<file path="config.mk">
export PLATFORM = sky130hd
export DESIGN_NAME = bpc_port
export DESIGN_NICKNAME = d
export VERILOG_FILES = /design/src/verilog/bpc_pkg.sv /design/src/verilog/bpc_port.sv
export SDC_FILE = /design/constraint.sdc
export NUM_CORES = 1
export LEC_CHECK = 0
export ABC_AREA = 1
export BUFFER_PORTS_ARGS = -buffer_cell sky130_fd_sc_hd__buf_2
export CORE_MARGIN = 2
export CORE_UTILIZATION = 35
export CTS_CLUSTER_SIZE = 10
export DETAILED_ROUTE_END_ITERATION = 16
export PLACE_DENSITY = 0.59
export REMOVE_ABC_BUFFERS = 1
export SLEW_MARGIN = 20
export SYNTH_ARGS = -nofsm -noshare
export SYNTH_HDL_FRONTEND = slang
export SYNTH_SLANG_ARGS = --single-unit
</file>
<file path="constraint.sdc">
create_clock -name aclk -period 1.8 [get_ports aclk]
set_clock_uncertainty 0.2 [all_clocks]
set_input_delay 0.18 -clock aclk [delete_from_list [all_inputs] [get_ports aclk]]
set_output_delay 0.18 -clock aclk [all_outputs]
set_load 0.02 [all_outputs]
</file>
<file path="src/verilog/bpc_pkg.sv">
// Shared constants for the bidirectional port with change detection
package bpc_pkg;

  // Register bus geometry
  localparam int unsigned ADDR_W = 12;  // Byte address width
  localparam int unsigned DATA_W = 32;  // Bus data width
  localparam int unsigned PORT_W = 8;   // Port pin count

  // Register indices; byte address is four times the index
  localparam logic [7:0] IDX_PORT_DATA = 8'h06;  // second_port_data
  localparam logic [7:0] IDX_OPTION    = 8'h81;  // timer_and_pullup_config
  localparam logic [7:0] IDX_DIRECTION = 8'h86;  // second_port_direction
  localparam logic [7:0] IDX_INT_CTRL  = 8'h0b;  // interrupt_control_reg

  // Field positions
  localparam int unsigned PULLUP_EN_N_BIT = 7;  // pullup_enable_n in option
  localparam int unsigned EDGE_POL_BIT    = 6;  // edge_polarity_select
  localparam int unsigned CHG_FLAG_BIT    = 0;  // port_change_flag
  localparam int unsigned EDGE_IRQ_BIT    = 0;  // edge_irq_pin position
  localparam int unsigned PROG_CLK_BIT    = 6;  // Serial programming clock
  localparam int unsigned PROG_DAT_BIT    = 7;  // Serial programming data

  // Pins taking part in change detection (change_detect_pins)
  localparam logic [7:0] CHANGE_MASK = 8'hf0;

  // Values after reset
  localparam logic [7:0] RST_DIRECTION = 8'hff;  // All inputs
  localparam logic [7:0] RST_OPTION    = 8'hff;  // Pull-ups off
  localparam logic [7:0] RST_LATCH     = 8'h00;  // Output latch
  localparam logic [7:0] RST_SYNC      = 8'h00;  // Pin synchroniser stages

  // AXI response codes
  localparam logic [1:0] RESP_OKAY   = 2'h0;
  localparam logic [1:0] RESP_SLVERR = 2'h2;

  // Write channel states, Gray coded along both arrival orders
  typedef enum logic [1:0] {
    WR_IDLE = 2'h0,  // Nothing held
    WR_ADDR = 2'h1,  // Address held, waiting for data
    WR_RESP = 2'h3,  // Response pending
    WR_DATA = 2'h2   // Data held, waiting for address
  } bpc_wr_e;

  // Read channel states
  typedef enum logic {
    RD_IDLE = 1'b0,  // Ready for an address
    RD_RESP = 1'b1   // Read data pending
  } bpc_rd_e;

endpackage

</file>
<file path="src/verilog/bpc_port.sv">
// Eight-bit bidirectional port with change detection behind an AXI4-Lite slave
`timescale 1ns/10ps

// Contract
// Direction bit one tri-states the pin driver
// Direction bit zero drives pin from latch
// Port read returns pins; write updates latch
// Writes are read-modify-write using pin levels
// Pull-ups enabled by clearing option bit seven
// Output pins never get a pull-up; here it stays on for one cycle after the direction bit clears
// Pull-ups off after reset
// Only upper four input pins detect change
// Compare input pins with last read copy
// Mismatches ORed set change flag bit zero
// Change flag can wake from sleep
// Any port access refreshes comparison copy
// Persistent mismatch keeps setting the flag
// Change during port read may be missed
// Bit zero Schmitt input for edge interrupt
// Bits six, seven Schmitt in programming mode
// Reset loads direction and option all ones
// Software should not poll the port
// External parts must not fight driven pins
// Synchronise pins before change comparison
module bpc_port
  import bpc_pkg::*;
(
  // Clock and reset
  input  wire logic              aclk,
  input  wire logic              aresetn,
  // AXI4-Lite write address channel
  input  wire logic [ADDR_W-1:0] s_axi_awaddr,
  input  wire logic [2:0]        s_axi_awprot,
  input  wire logic              s_axi_awvalid,
  output logic                   s_axi_awready,
  // AXI4-Lite write data channel
  input  wire logic [DATA_W-1:0] s_axi_wdata,
  input  wire logic [3:0]        s_axi_wstrb,
  input  wire logic              s_axi_wvalid,
  output logic                   s_axi_wready,
  // AXI4-Lite write response channel
  output logic [1:0]             s_axi_bresp,
  output logic                   s_axi_bvalid,
  input  wire logic              s_axi_bready,
  // AXI4-Lite read address channel
  input  wire logic [ADDR_W-1:0] s_axi_araddr,
  input  wire logic [2:0]        s_axi_arprot,
  input  wire logic              s_axi_arvalid,
  output logic                   s_axi_arready,
  // AXI4-Lite read data channel
  output logic [DATA_W-1:0]      s_axi_rdata,
  output logic [1:0]             s_axi_rresp,
  output logic                   s_axi_rvalid,
  input  wire logic              s_axi_rready,
  // Port pins, split into input, output and active-low enable
  input  wire logic [PORT_W-1:0] pin_in,
  output logic [PORT_W-1:0]      pin_out,
  output logic [PORT_W-1:0]      pin_oe_n,
  output logic [PORT_W-1:0]      pullup_on,
  // Input buffer selection
  input  wire logic              edge_irq_mode,
  input  wire logic              serial_prog_mode,
  output logic [PORT_W-1:0]      schmitt_sel,
  // Power management
  input  wire logic              sleep_active,
  output logic                   wake_req,
  output logic                   port_change_flag
);

  // Address match of a byte address against a register index
  function automatic logic reg_hit(input logic [ADDR_W-1:0] addr,
                                   input logic [7:0] idx);
    reg_hit = (addr[ADDR_W-1:2] == {2'h0, idx}) && (addr[1:0] == 2'h0);
  endfunction

  // Register state
  logic [PORT_W-1:0] dir_r;        // second_port_direction
  logic [PORT_W-1:0] dir_nxt;
  logic [PORT_W-1:0] opt_r;        // timer_and_pullup_config
  logic [PORT_W-1:0] opt_nxt;
  logic [PORT_W-1:0] latch_r;      // Output latch
  logic [PORT_W-1:0] latch_nxt;
  logic              flag_r;       // port_change_flag
  logic              flag_nxt;
  logic [PORT_W-1:0] ref_r;        // Copy of pins at last port access
  logic [PORT_W-1:0] ref_nxt;
  // Pin synchroniser stages
  logic [PORT_W-1:0] sync1_r;      // First stage, read only by the second
  logic [PORT_W-1:0] sync2_r;      // Settled pin levels

  // Registered side outputs
  logic [PORT_W-1:0] schmitt_r;    // Input buffer type
  logic [PORT_W-1:0] schmitt_nxt;
  logic [PORT_W-1:0] pullup_r;     // Pull-up enables
  logic [PORT_W-1:0] pullup_nxt;
  logic              wake_r;       // Wake request
  logic              wake_nxt;
  // Write channel state and holding registers
  bpc_wr_e           wr_st_r;
  bpc_wr_e           wr_st_nxt;
  logic [ADDR_W-1:0] awaddr_r;     // Held write address
  logic [DATA_W-1:0] wdata_r;      // Held write data
  logic [3:0]        wstrb_r;      // Held write strobes
  logic [1:0]        bresp_r;      // Write response code
  logic [1:0]        bresp_nxt;
  // Read channel state and data
  bpc_rd_e           rd_st_r;
  bpc_rd_e           rd_st_nxt;
  logic [DATA_W-1:0] rdata_r;      // Read data
  logic [DATA_W-1:0] rdata_nxt;
  logic [1:0]        rresp_r;      // Read response code
  logic [1:0]        rresp_nxt;
  // Channel handshakes
  wire aw_take = s_axi_awvalid && s_axi_awready;
  wire w_take  = s_axi_wvalid && s_axi_wready;
  wire ar_take = s_axi_arvalid && s_axi_arready;
  wire b_done  = s_axi_bvalid && s_axi_bready;
  wire r_done  = s_axi_rvalid && s_axi_rready;
  // Address is open in idle and while data alone is held
  assign s_axi_awready = (wr_st_r == WR_IDLE) || (wr_st_r == WR_DATA);
  // Data is open in idle and while the address alone is held
  assign s_axi_wready  = (wr_st_r == WR_IDLE) || (wr_st_r == WR_ADDR);
  assign s_axi_bvalid  = (wr_st_r == WR_RESP);
  assign s_axi_bresp   = bresp_r;
  // One read at a time; new address only once data has gone
  assign s_axi_arready = (rd_st_r == RD_IDLE);
  assign s_axi_rvalid  = (rd_st_r == RD_RESP);
  assign s_axi_rdata   = rdata_r;
  assign s_axi_rresp   = rresp_r;
  // The write completes in the cycle its second half arrives
  wire wr_fire = (wr_st_r == WR_IDLE && aw_take && w_take) ||
                 (wr_st_r == WR_ADDR && w_take) ||
                 (wr_st_r == WR_DATA && aw_take);
  // Effective write address, data and strobes from held or live channel
  wire [ADDR_W-1:0] wr_addr = (wr_st_r == WR_ADDR) ? awaddr_r : s_axi_awaddr;
  wire [DATA_W-1:0] wr_data = (wr_st_r == WR_DATA) ? wdata_r  : s_axi_wdata;
  wire [3:0]        wr_strb = (wr_st_r == WR_DATA) ? wstrb_r  : s_axi_wstrb;
  // Write decode; only the low byte lane carries register bits
  wire wr_port = wr_fire && reg_hit(wr_addr, IDX_PORT_DATA);
  wire wr_opt  = wr_fire && reg_hit(wr_addr, IDX_OPTION);
  wire wr_dir  = wr_fire && reg_hit(wr_addr, IDX_DIRECTION);
  wire wr_icr  = wr_fire && reg_hit(wr_addr, IDX_INT_CTRL);
  wire wr_map  = wr_port || wr_opt || wr_dir || wr_icr;
  wire wr_lane = wr_strb[0];
  wire [PORT_W-1:0] wr_byte = wr_data[PORT_W-1:0];
  // Read decode
  wire rd_port = ar_take && reg_hit(s_axi_araddr, IDX_PORT_DATA);
  wire rd_opt  = ar_take && reg_hit(s_axi_araddr, IDX_OPTION);
  wire rd_dir  = ar_take && reg_hit(s_axi_araddr, IDX_DIRECTION);
  wire rd_icr  = ar_take && reg_hit(s_axi_araddr, IDX_INT_CTRL);
  wire rd_map  = rd_port || rd_opt || rd_dir || rd_icr;
  // Any port access, read or write, even with the lane strobe off
  wire port_access = rd_port || wr_port;
  // Input pins are those with a direction bit of one
  wire [PORT_W-1:0] in_mask = dir_r;
  // settled pin levels
  wire [PORT_W-1:0] pins = sync2_r;
  // upper inputs only; compare with copy
  wire [PORT_W-1:0] mismatch = (pins ^ ref_r) & in_mask & CHANGE_MASK;
  // mismatches ORed together
  wire mismatch_any = |mismatch;
  // port reads return pin levels
  wire [PORT_W-1:0] port_rd_val = pins;
  // input pins overwrite their latch bits
  wire [PORT_W-1:0] rmw_val = (pins & in_mask) | (wr_byte & ~in_mask);

  // Write channel sequencing
  always_comb begin
    wr_st_nxt = wr_st_r;
    bresp_nxt = bresp_r;
    unique case (wr_st_r)
      // Either half may arrive first, or both together
      WR_IDLE: begin
        if (wr_fire) begin
          wr_st_nxt = WR_RESP;
        end else if (aw_take) begin
          wr_st_nxt = WR_ADDR;
        end else if (w_take) begin
          wr_st_nxt = WR_DATA;
        end
      end
      // Waiting for data
      WR_ADDR: begin
        if (wr_fire) begin
          wr_st_nxt = WR_RESP;
        end
      end
      // Waiting for the address
      WR_DATA: begin
        if (wr_fire) begin
          wr_st_nxt = WR_RESP;
        end
      end
      // Hold the response until the master takes it
      WR_RESP: begin
        if (b_done) begin
          wr_st_nxt = WR_IDLE;
        end
      end
    endcase
    // Unmapped addresses answer with a slave error
    if (wr_fire) begin
      bresp_nxt = wr_map ? RESP_OKAY : RESP_SLVERR;
    end
  end

  // Read channel sequencing and data selection
  always_comb begin
    rd_st_nxt = rd_st_r;
    rdata_nxt = rdata_r;
    rresp_nxt = rresp_r;
    unique case (rd_st_r)
      // Capture data in the cycle the address is taken
      RD_IDLE: begin
        if (ar_take) begin
          rd_st_nxt = RD_RESP;
          rresp_nxt = rd_map ? RESP_OKAY : RESP_SLVERR;
          // Unused upper bits and unmapped words read as zero
          rdata_nxt = '0;
          if (rd_port) begin
            rdata_nxt[PORT_W-1:0] = port_rd_val;
          end else if (rd_opt) begin
            rdata_nxt[PORT_W-1:0] = opt_r;
          end else if (rd_dir) begin
            rdata_nxt[PORT_W-1:0] = dir_r;
          end else if (rd_icr) begin
            rdata_nxt[CHG_FLAG_BIT] = flag_r;
          end
        end
      end
      // Hold data until the master takes it
      RD_RESP: begin
        if (r_done) begin
          rd_st_nxt = RD_IDLE;
        end
      end
    endcase
  end

  // Register write effects
  always_comb begin
    dir_nxt   = dir_r;
    opt_nxt   = opt_r;
    latch_nxt = latch_r;
    if (wr_lane) begin
      if (wr_dir) begin
        dir_nxt = wr_byte;
      end
      if (wr_opt) begin
        opt_nxt = wr_byte;
      end
      // write goes to the latch only; merged value
      if (wr_port) begin
        latch_nxt = rmw_val;
      end
    end
  end

  // Change detection state
  always_comb begin
    // port access refreshes the copy
    ref_nxt = port_access ? pins : ref_r;
    // a change landing in the access cycle still sets the flag against the old copy
    // Software may write the flag; a live mismatch beats the clear
    flag_nxt = (wr_icr && wr_lane) ? wr_byte[CHG_FLAG_BIT] : flag_r;
    // mismatch keeps setting the flag
    if (mismatch_any) begin
      flag_nxt = 1'b1;
    end
  end

  // Side outputs derived from configuration and modes
  always_comb begin
    // pull-ups on when enable bit clear; inputs only
    pullup_nxt = {PORT_W{~opt_r[PULLUP_EN_N_BIT]}} & dir_r;
    // Other pins use TTL levels
    schmitt_nxt = '0;
    // Schmitt buffer on the edge interrupt input
    schmitt_nxt[EDGE_IRQ_BIT] = edge_irq_mode;
    // Schmitt buffers in serial programming mode
    schmitt_nxt[PROG_CLK_BIT] = serial_prog_mode;
    schmitt_nxt[PROG_DAT_BIT] = serial_prog_mode;
    // wake the core while it sleeps
    wake_nxt = sleep_active && flag_nxt;
  end

  // Pin synchroniser; the second stage alone feeds the logic
  always_ff @(posedge aclk) begin
    if (!aresetn) begin
      sync1_r <= RST_SYNC;
      sync2_r <= RST_SYNC;
    end else begin
      sync1_r <= pin_in;
      sync2_r <= sync1_r;
    end
  end
  // Configuration registers
  always_ff @(posedge aclk) begin
    // direction and option load all ones; pull-ups off
    if (!aresetn) begin
      dir_r <= RST_DIRECTION;
      opt_r <= RST_OPTION;
    end else begin
      dir_r <= dir_nxt;
      opt_r <= opt_nxt;
    end
  end
  // Output latch; any starting value is allowed, zero is chosen
  always_ff @(posedge aclk) begin
    if (!aresetn) begin
      latch_r <= RST_LATCH;
    end else begin
      latch_r <= latch_nxt;
    end
  end
  // Comparison copy and change flag
  always_ff @(posedge aclk) begin
    if (!aresetn) begin
      ref_r  <= RST_SYNC;
      flag_r <= 1'b0;
    end else begin
      ref_r  <= ref_nxt;
      flag_r <= flag_nxt;
    end
  end

  // Registered side outputs
  always_ff @(posedge aclk) begin
    if (!aresetn) begin
      pullup_r  <= '0;
      schmitt_r <= '0;
      wake_r    <= 1'b0;
    end else begin
      pullup_r  <= pullup_nxt;
      schmitt_r <= schmitt_nxt;
      wake_r    <= wake_nxt;
    end
  end

  // Write channel registers
  always_ff @(posedge aclk) begin
    if (!aresetn) begin
      wr_st_r <= WR_IDLE;
      bresp_r <= RESP_OKAY;
    end else begin
      wr_st_r <= wr_st_nxt;
      bresp_r <= bresp_nxt;
    end
  end

  // Holding registers for a half-arrived write
  always_ff @(posedge aclk) begin
    if (!aresetn) begin
      awaddr_r <= '0;
      wdata_r  <= '0;
      wstrb_r  <= '0;
    end else begin
      if (aw_take) begin
        awaddr_r <= s_axi_awaddr;
      end
      if (w_take) begin
        wdata_r <= s_axi_wdata;
        wstrb_r <= s_axi_wstrb;
      end
    end
  end

  // Read channel registers
  always_ff @(posedge aclk) begin
    if (!aresetn) begin
      rd_st_r <= RD_IDLE;
      rdata_r <= '0;
      rresp_r <= RESP_OKAY;
    end else begin
      rd_st_r <= rd_st_nxt;
      rdata_r <= rdata_nxt;
      rresp_r <= rresp_nxt;
    end
  end

  // drive latch value onto output pins
  assign pin_out = latch_r;
  // enable low only while direction bit is zero
  assign pin_oe_n = dir_r;
  // the far side must stay off pins whose enable is low
  assign pullup_on = pullup_r;
  assign schmitt_sel = schmitt_r;
  assign wake_req = wake_r;
  assign port_change_flag = flag_r;

  // Protection bits carry no meaning for this slave
  wire unused_prot = ^{s_axi_awprot, s_axi_arprot};

endmodule

</file>
==> reports/results.txt <==
Area after DPL: 0.00514 mm^2
Post-DRT Antenna Nets: 0
NumNets Final: 891
Hold/Removal Path Class: input port to flop
Crit end category: flop
Failing checks: negative setup slack
Design Area, Final: 0.00626 mm^2
CTS tree: built
Critical Path Fanout Max: 8
Synth-to-layout area growth: 44.3%
Final hold viol count: 0
First-pass GRT wire length: 19.2 mm
Power Density: 1020 mW/mm^2
Initial antenna violation count: 0
Final WL: 11.9 mm
Synth Warn #: 0
Fin Hold WS: 0.0260 ns
Crit path kind: flop to flop
HPWL after DPL: 8.11 mm
Final setup vio count: 34
Peak supply drop: 0.000891 V
Max Fclk: 0.472 GHz
Share of layout cells above drive strength 1: 30.7%
Period minus WS final: 2.12 ns
DR WL/cell: 12.2 um
Ant diodes: 0
I/O Pins: 159
CTS root buf: clkbuf_16
Mapped Cells: 628
GRT Overall Usage: 18.2%
Clock Latency Late Sink: 0.34 ns
DRT Pass-1 Iters: 5
Syn avg cell area: 6.91 um^2
Final Worst Setup Slack: -0.321 ns
Die W: 115 um
Final period util: 118%
Via-to-Cell Ratio: 4.47
Largest net degree at the start of global routing: 47
Max H-tree Level: 3
Final max-slew violation count: 0
RSZ-0062 raised after global routing: true
Die area: 0.0133 mm^2
Num rows: 40
Total gr overflow: 0
Fillers: 1,172
GPL Wtd Cong: 0.845
Seq/Total Area, Yosys: 41.5%
Synth top area cells: dfxtp_1, nand2_1, nor2_1
Pwr Total: 6.41 mW
DR vias: 4,354
Inserted Clock Buffers: 9
Buffers on Ports: 94
#FFs+latches synth: 90
Synthesized area: 0.00434 mm^2
Status: finished, violations left
Post-synthesis cell type count: 32
WP data arrival: 2.16 ns
Clock sink count: 90
Post-route DRC: 0
Effective utilization at floorplan: 36.0%
Die Y-Extent: 115 um
Reg clk slew, reported paths: 0.06 ns
Cell taking the most area after synthesis: dfxtp_1
Core area: 0.0121 mm^2
Starting DRC count in detailed routing: 163
Max Cap Viol: 0
Worst Path Required: 1.84 ns
Vias in the first global route: 4,192
Synth top area share: 41.5%
Startpoint Class: flop
Clock Tree Buf Depth: 2
Leakage power: 3.25 nW
-- final timing paths --
kind	from	to	slack, ns	depth (start not counted)
setup reg to reg	wr_st_r[1]	pin_out[5]	-0.32	12
setup / recovery	wr_st_r[1]	pin_out[5]	-0.32	12
hold / removal	s_axi_arvalid	s_axi_rvalid	0.03	4
hold reg to reg	sync1_r[3]	pins[3]	0.22	2
-- cell usage after synthesis --
master / count
a21boi_0: 1
a21oi_1: 25
buf_2: 6
buf_4: 33
buf_6: 1
clkbuf_1: 10
clkinv_1: 2
conb_1: 1
dfxtp_1: 90
ha_1: 5
inv_1: 71
inv_2: 3
nand2_1: 158
nand2_2: 5
nand2_4: 3
nand3_1: 24
nand3_2: 2
nand3b_1: 7
nand4_1: 4
nor2_1: 95
nor2_2: 3
nor2_4: 3
nor2_8: 1
nor3_1: 1
nor3_2: 1
nor3_4: 1
o211ai_1: 4
o21a_1: 2
o21ai_0: 47
o21ai_1: 7
or2_0: 3
or2_2: 9
-- timing repair --
item                       4_1_cts  5_1_grt
hold endpoints to repair        33        0
hold buffers                    35        0
pin swaps                       10       20
buffers inserted                 4        7
setup endpoints to repair       47       41
gates resized for setup         53       55
gates cloned                     2        1
-- critical path, cell delays in order, from the launching register on --
cell and delay, ns:
dfxtp_2 0.33, inv_2 0.05, ha_4 0.18, inv_6 0.09, nand2_2 0.10, nand2_4 0.11
nand2_4 0.06, nor3_4 0.19, nand2_4 0.09, nor2_4 0.29, nand2_4 0.15, nor2_1 0.14
nor2_2 0.04
-- power breakdown --
part	leakage [nW]	switching, mW	total, mW	internal, mW
Sequential	0.737	0.0981	2.27	2.17
Clock	0.144	0.805	1.89	1.09
Combinational	2.37	1.25	2.25	0.998
Total	3.25	2.16	6.41	4.26
-- registers in the layout (all words and copies together), names as in the netlist --
name,count
awaddr_r,12
opt_r,8
pin_oe_n,8
pin_out,8
pins,8
pullup_on,8
s_axi_rdata,8
sync1_r,8
wdata_r,8
ref_r,4
schmitt_sel,2
wr_st_r,2
port_change_flag,1
s_axi_bresp,1
s_axi_rresp,1
s_axi_rvalid,1
wake_req,1
wstrb_r,1
-- per-layer routing --
metal | wire length, um | up-vias | share of wire [%] | track usage (%)
met5 | 0 | - | 0 | 0
met4 | 128 | 0 | 1.1 | 6.43
met3 | 827 | 10 | 6.9 | 4.69
met2 | 5890 | 144 | 49 | 31.9
met1 | 5090 | 1964 | 43 | 21.3
li1 | - | 2236 | - | -
-- cell type report --
class	count	area, um^2	share of cell area [%]
inverter	76	300	4.79
multi-input combinational	443	2320	37.1
sequential	90	1810	28.8
clock inverter	7	78.8	1.26
tap	168	210	3.36
timing repair buffer	182	1320	21.0
clock buffer	9	225	3.60
-- stage by stage --
stage               TNS, ns  cells  setup WS [ns]  utilization [%]
finish                -8.62    975         -0.321             51.9
global route         -12.29    975         -0.435             51.9
CTS                   -5.07    967         -0.182             49.8
detailed placement   -10.56    911         -0.351             42.6
global placement      -8.70    911         -0.316             42.6
floorplan            -15.51    608         -0.537                -
-- logic make-up after synthesis --
group / after synthesis / share of synthesized area (%)
AOI/OAI and AO/OA: 86 / 10.3
buffers and inverters: 126 / 14.1
and+or+nand+nor: 320 / 32.5
other: 1 / 0.0864
adders and majority gates: 5 / 1.44
DFF: 90 / 41.5
-- cell usage in the layout, fill, tap and decap left out, types with 2 or more instances in the layout --
| master | netlist | layout |
|---|---|---|
| nand2_1 | 158 | 136 |
| buf_2 | 6 | 92 |
| dfxtp_1 | 90 | 88 |
| nor2_1 | 95 | 84 |
| inv_1 | 71 | 66 |
| o21ai_0 | 47 | 40 |
| buf_4 | 33 | 40 |
| dlygate4sd3_1 | 0 | 35 |
| conb_1 | 1 | 31 |
| nand3_1 | 24 | 24 |
| a21oi_1 | 25 | 19 |
| nand2_2 | 5 | 16 |
| nand2_4 | 3 | 14 |
| buf_6 | 1 | 11 |
| o21ai_1 | 7 | 10 |
| or2_2 | 9 | 9 |
| nor2_2 | 3 | 9 |
| clkbuf_16 | 0 | 9 |
| nor2_4 | 3 | 8 |
| nand3b_1 | 7 | 7 |
| a21oi_2 | 0 | 5 |
| inv_4 | 0 | 4 |
| nand4_1 | 4 | 4 |
| o211ai_1 | 4 | 4 |
| inv_2 | 3 | 3 |
| o21ai_2 | 0 | 3 |
| or2_0 | 3 | 3 |
| ha_4 | 0 | 3 |
| nor3_4 | 1 | 2 |
| o21a_1 | 2 | 2 |
| clkinv_1 | 2 | 2 |
| ha_1 | 5 | 2 |
| clkinv_4 | 0 | 2 |
| clkinvlp_4 | 0 | 2 |
| buf_12 | 0 | 2 |
Note: power is estimated with default switching activity, not from simulation.
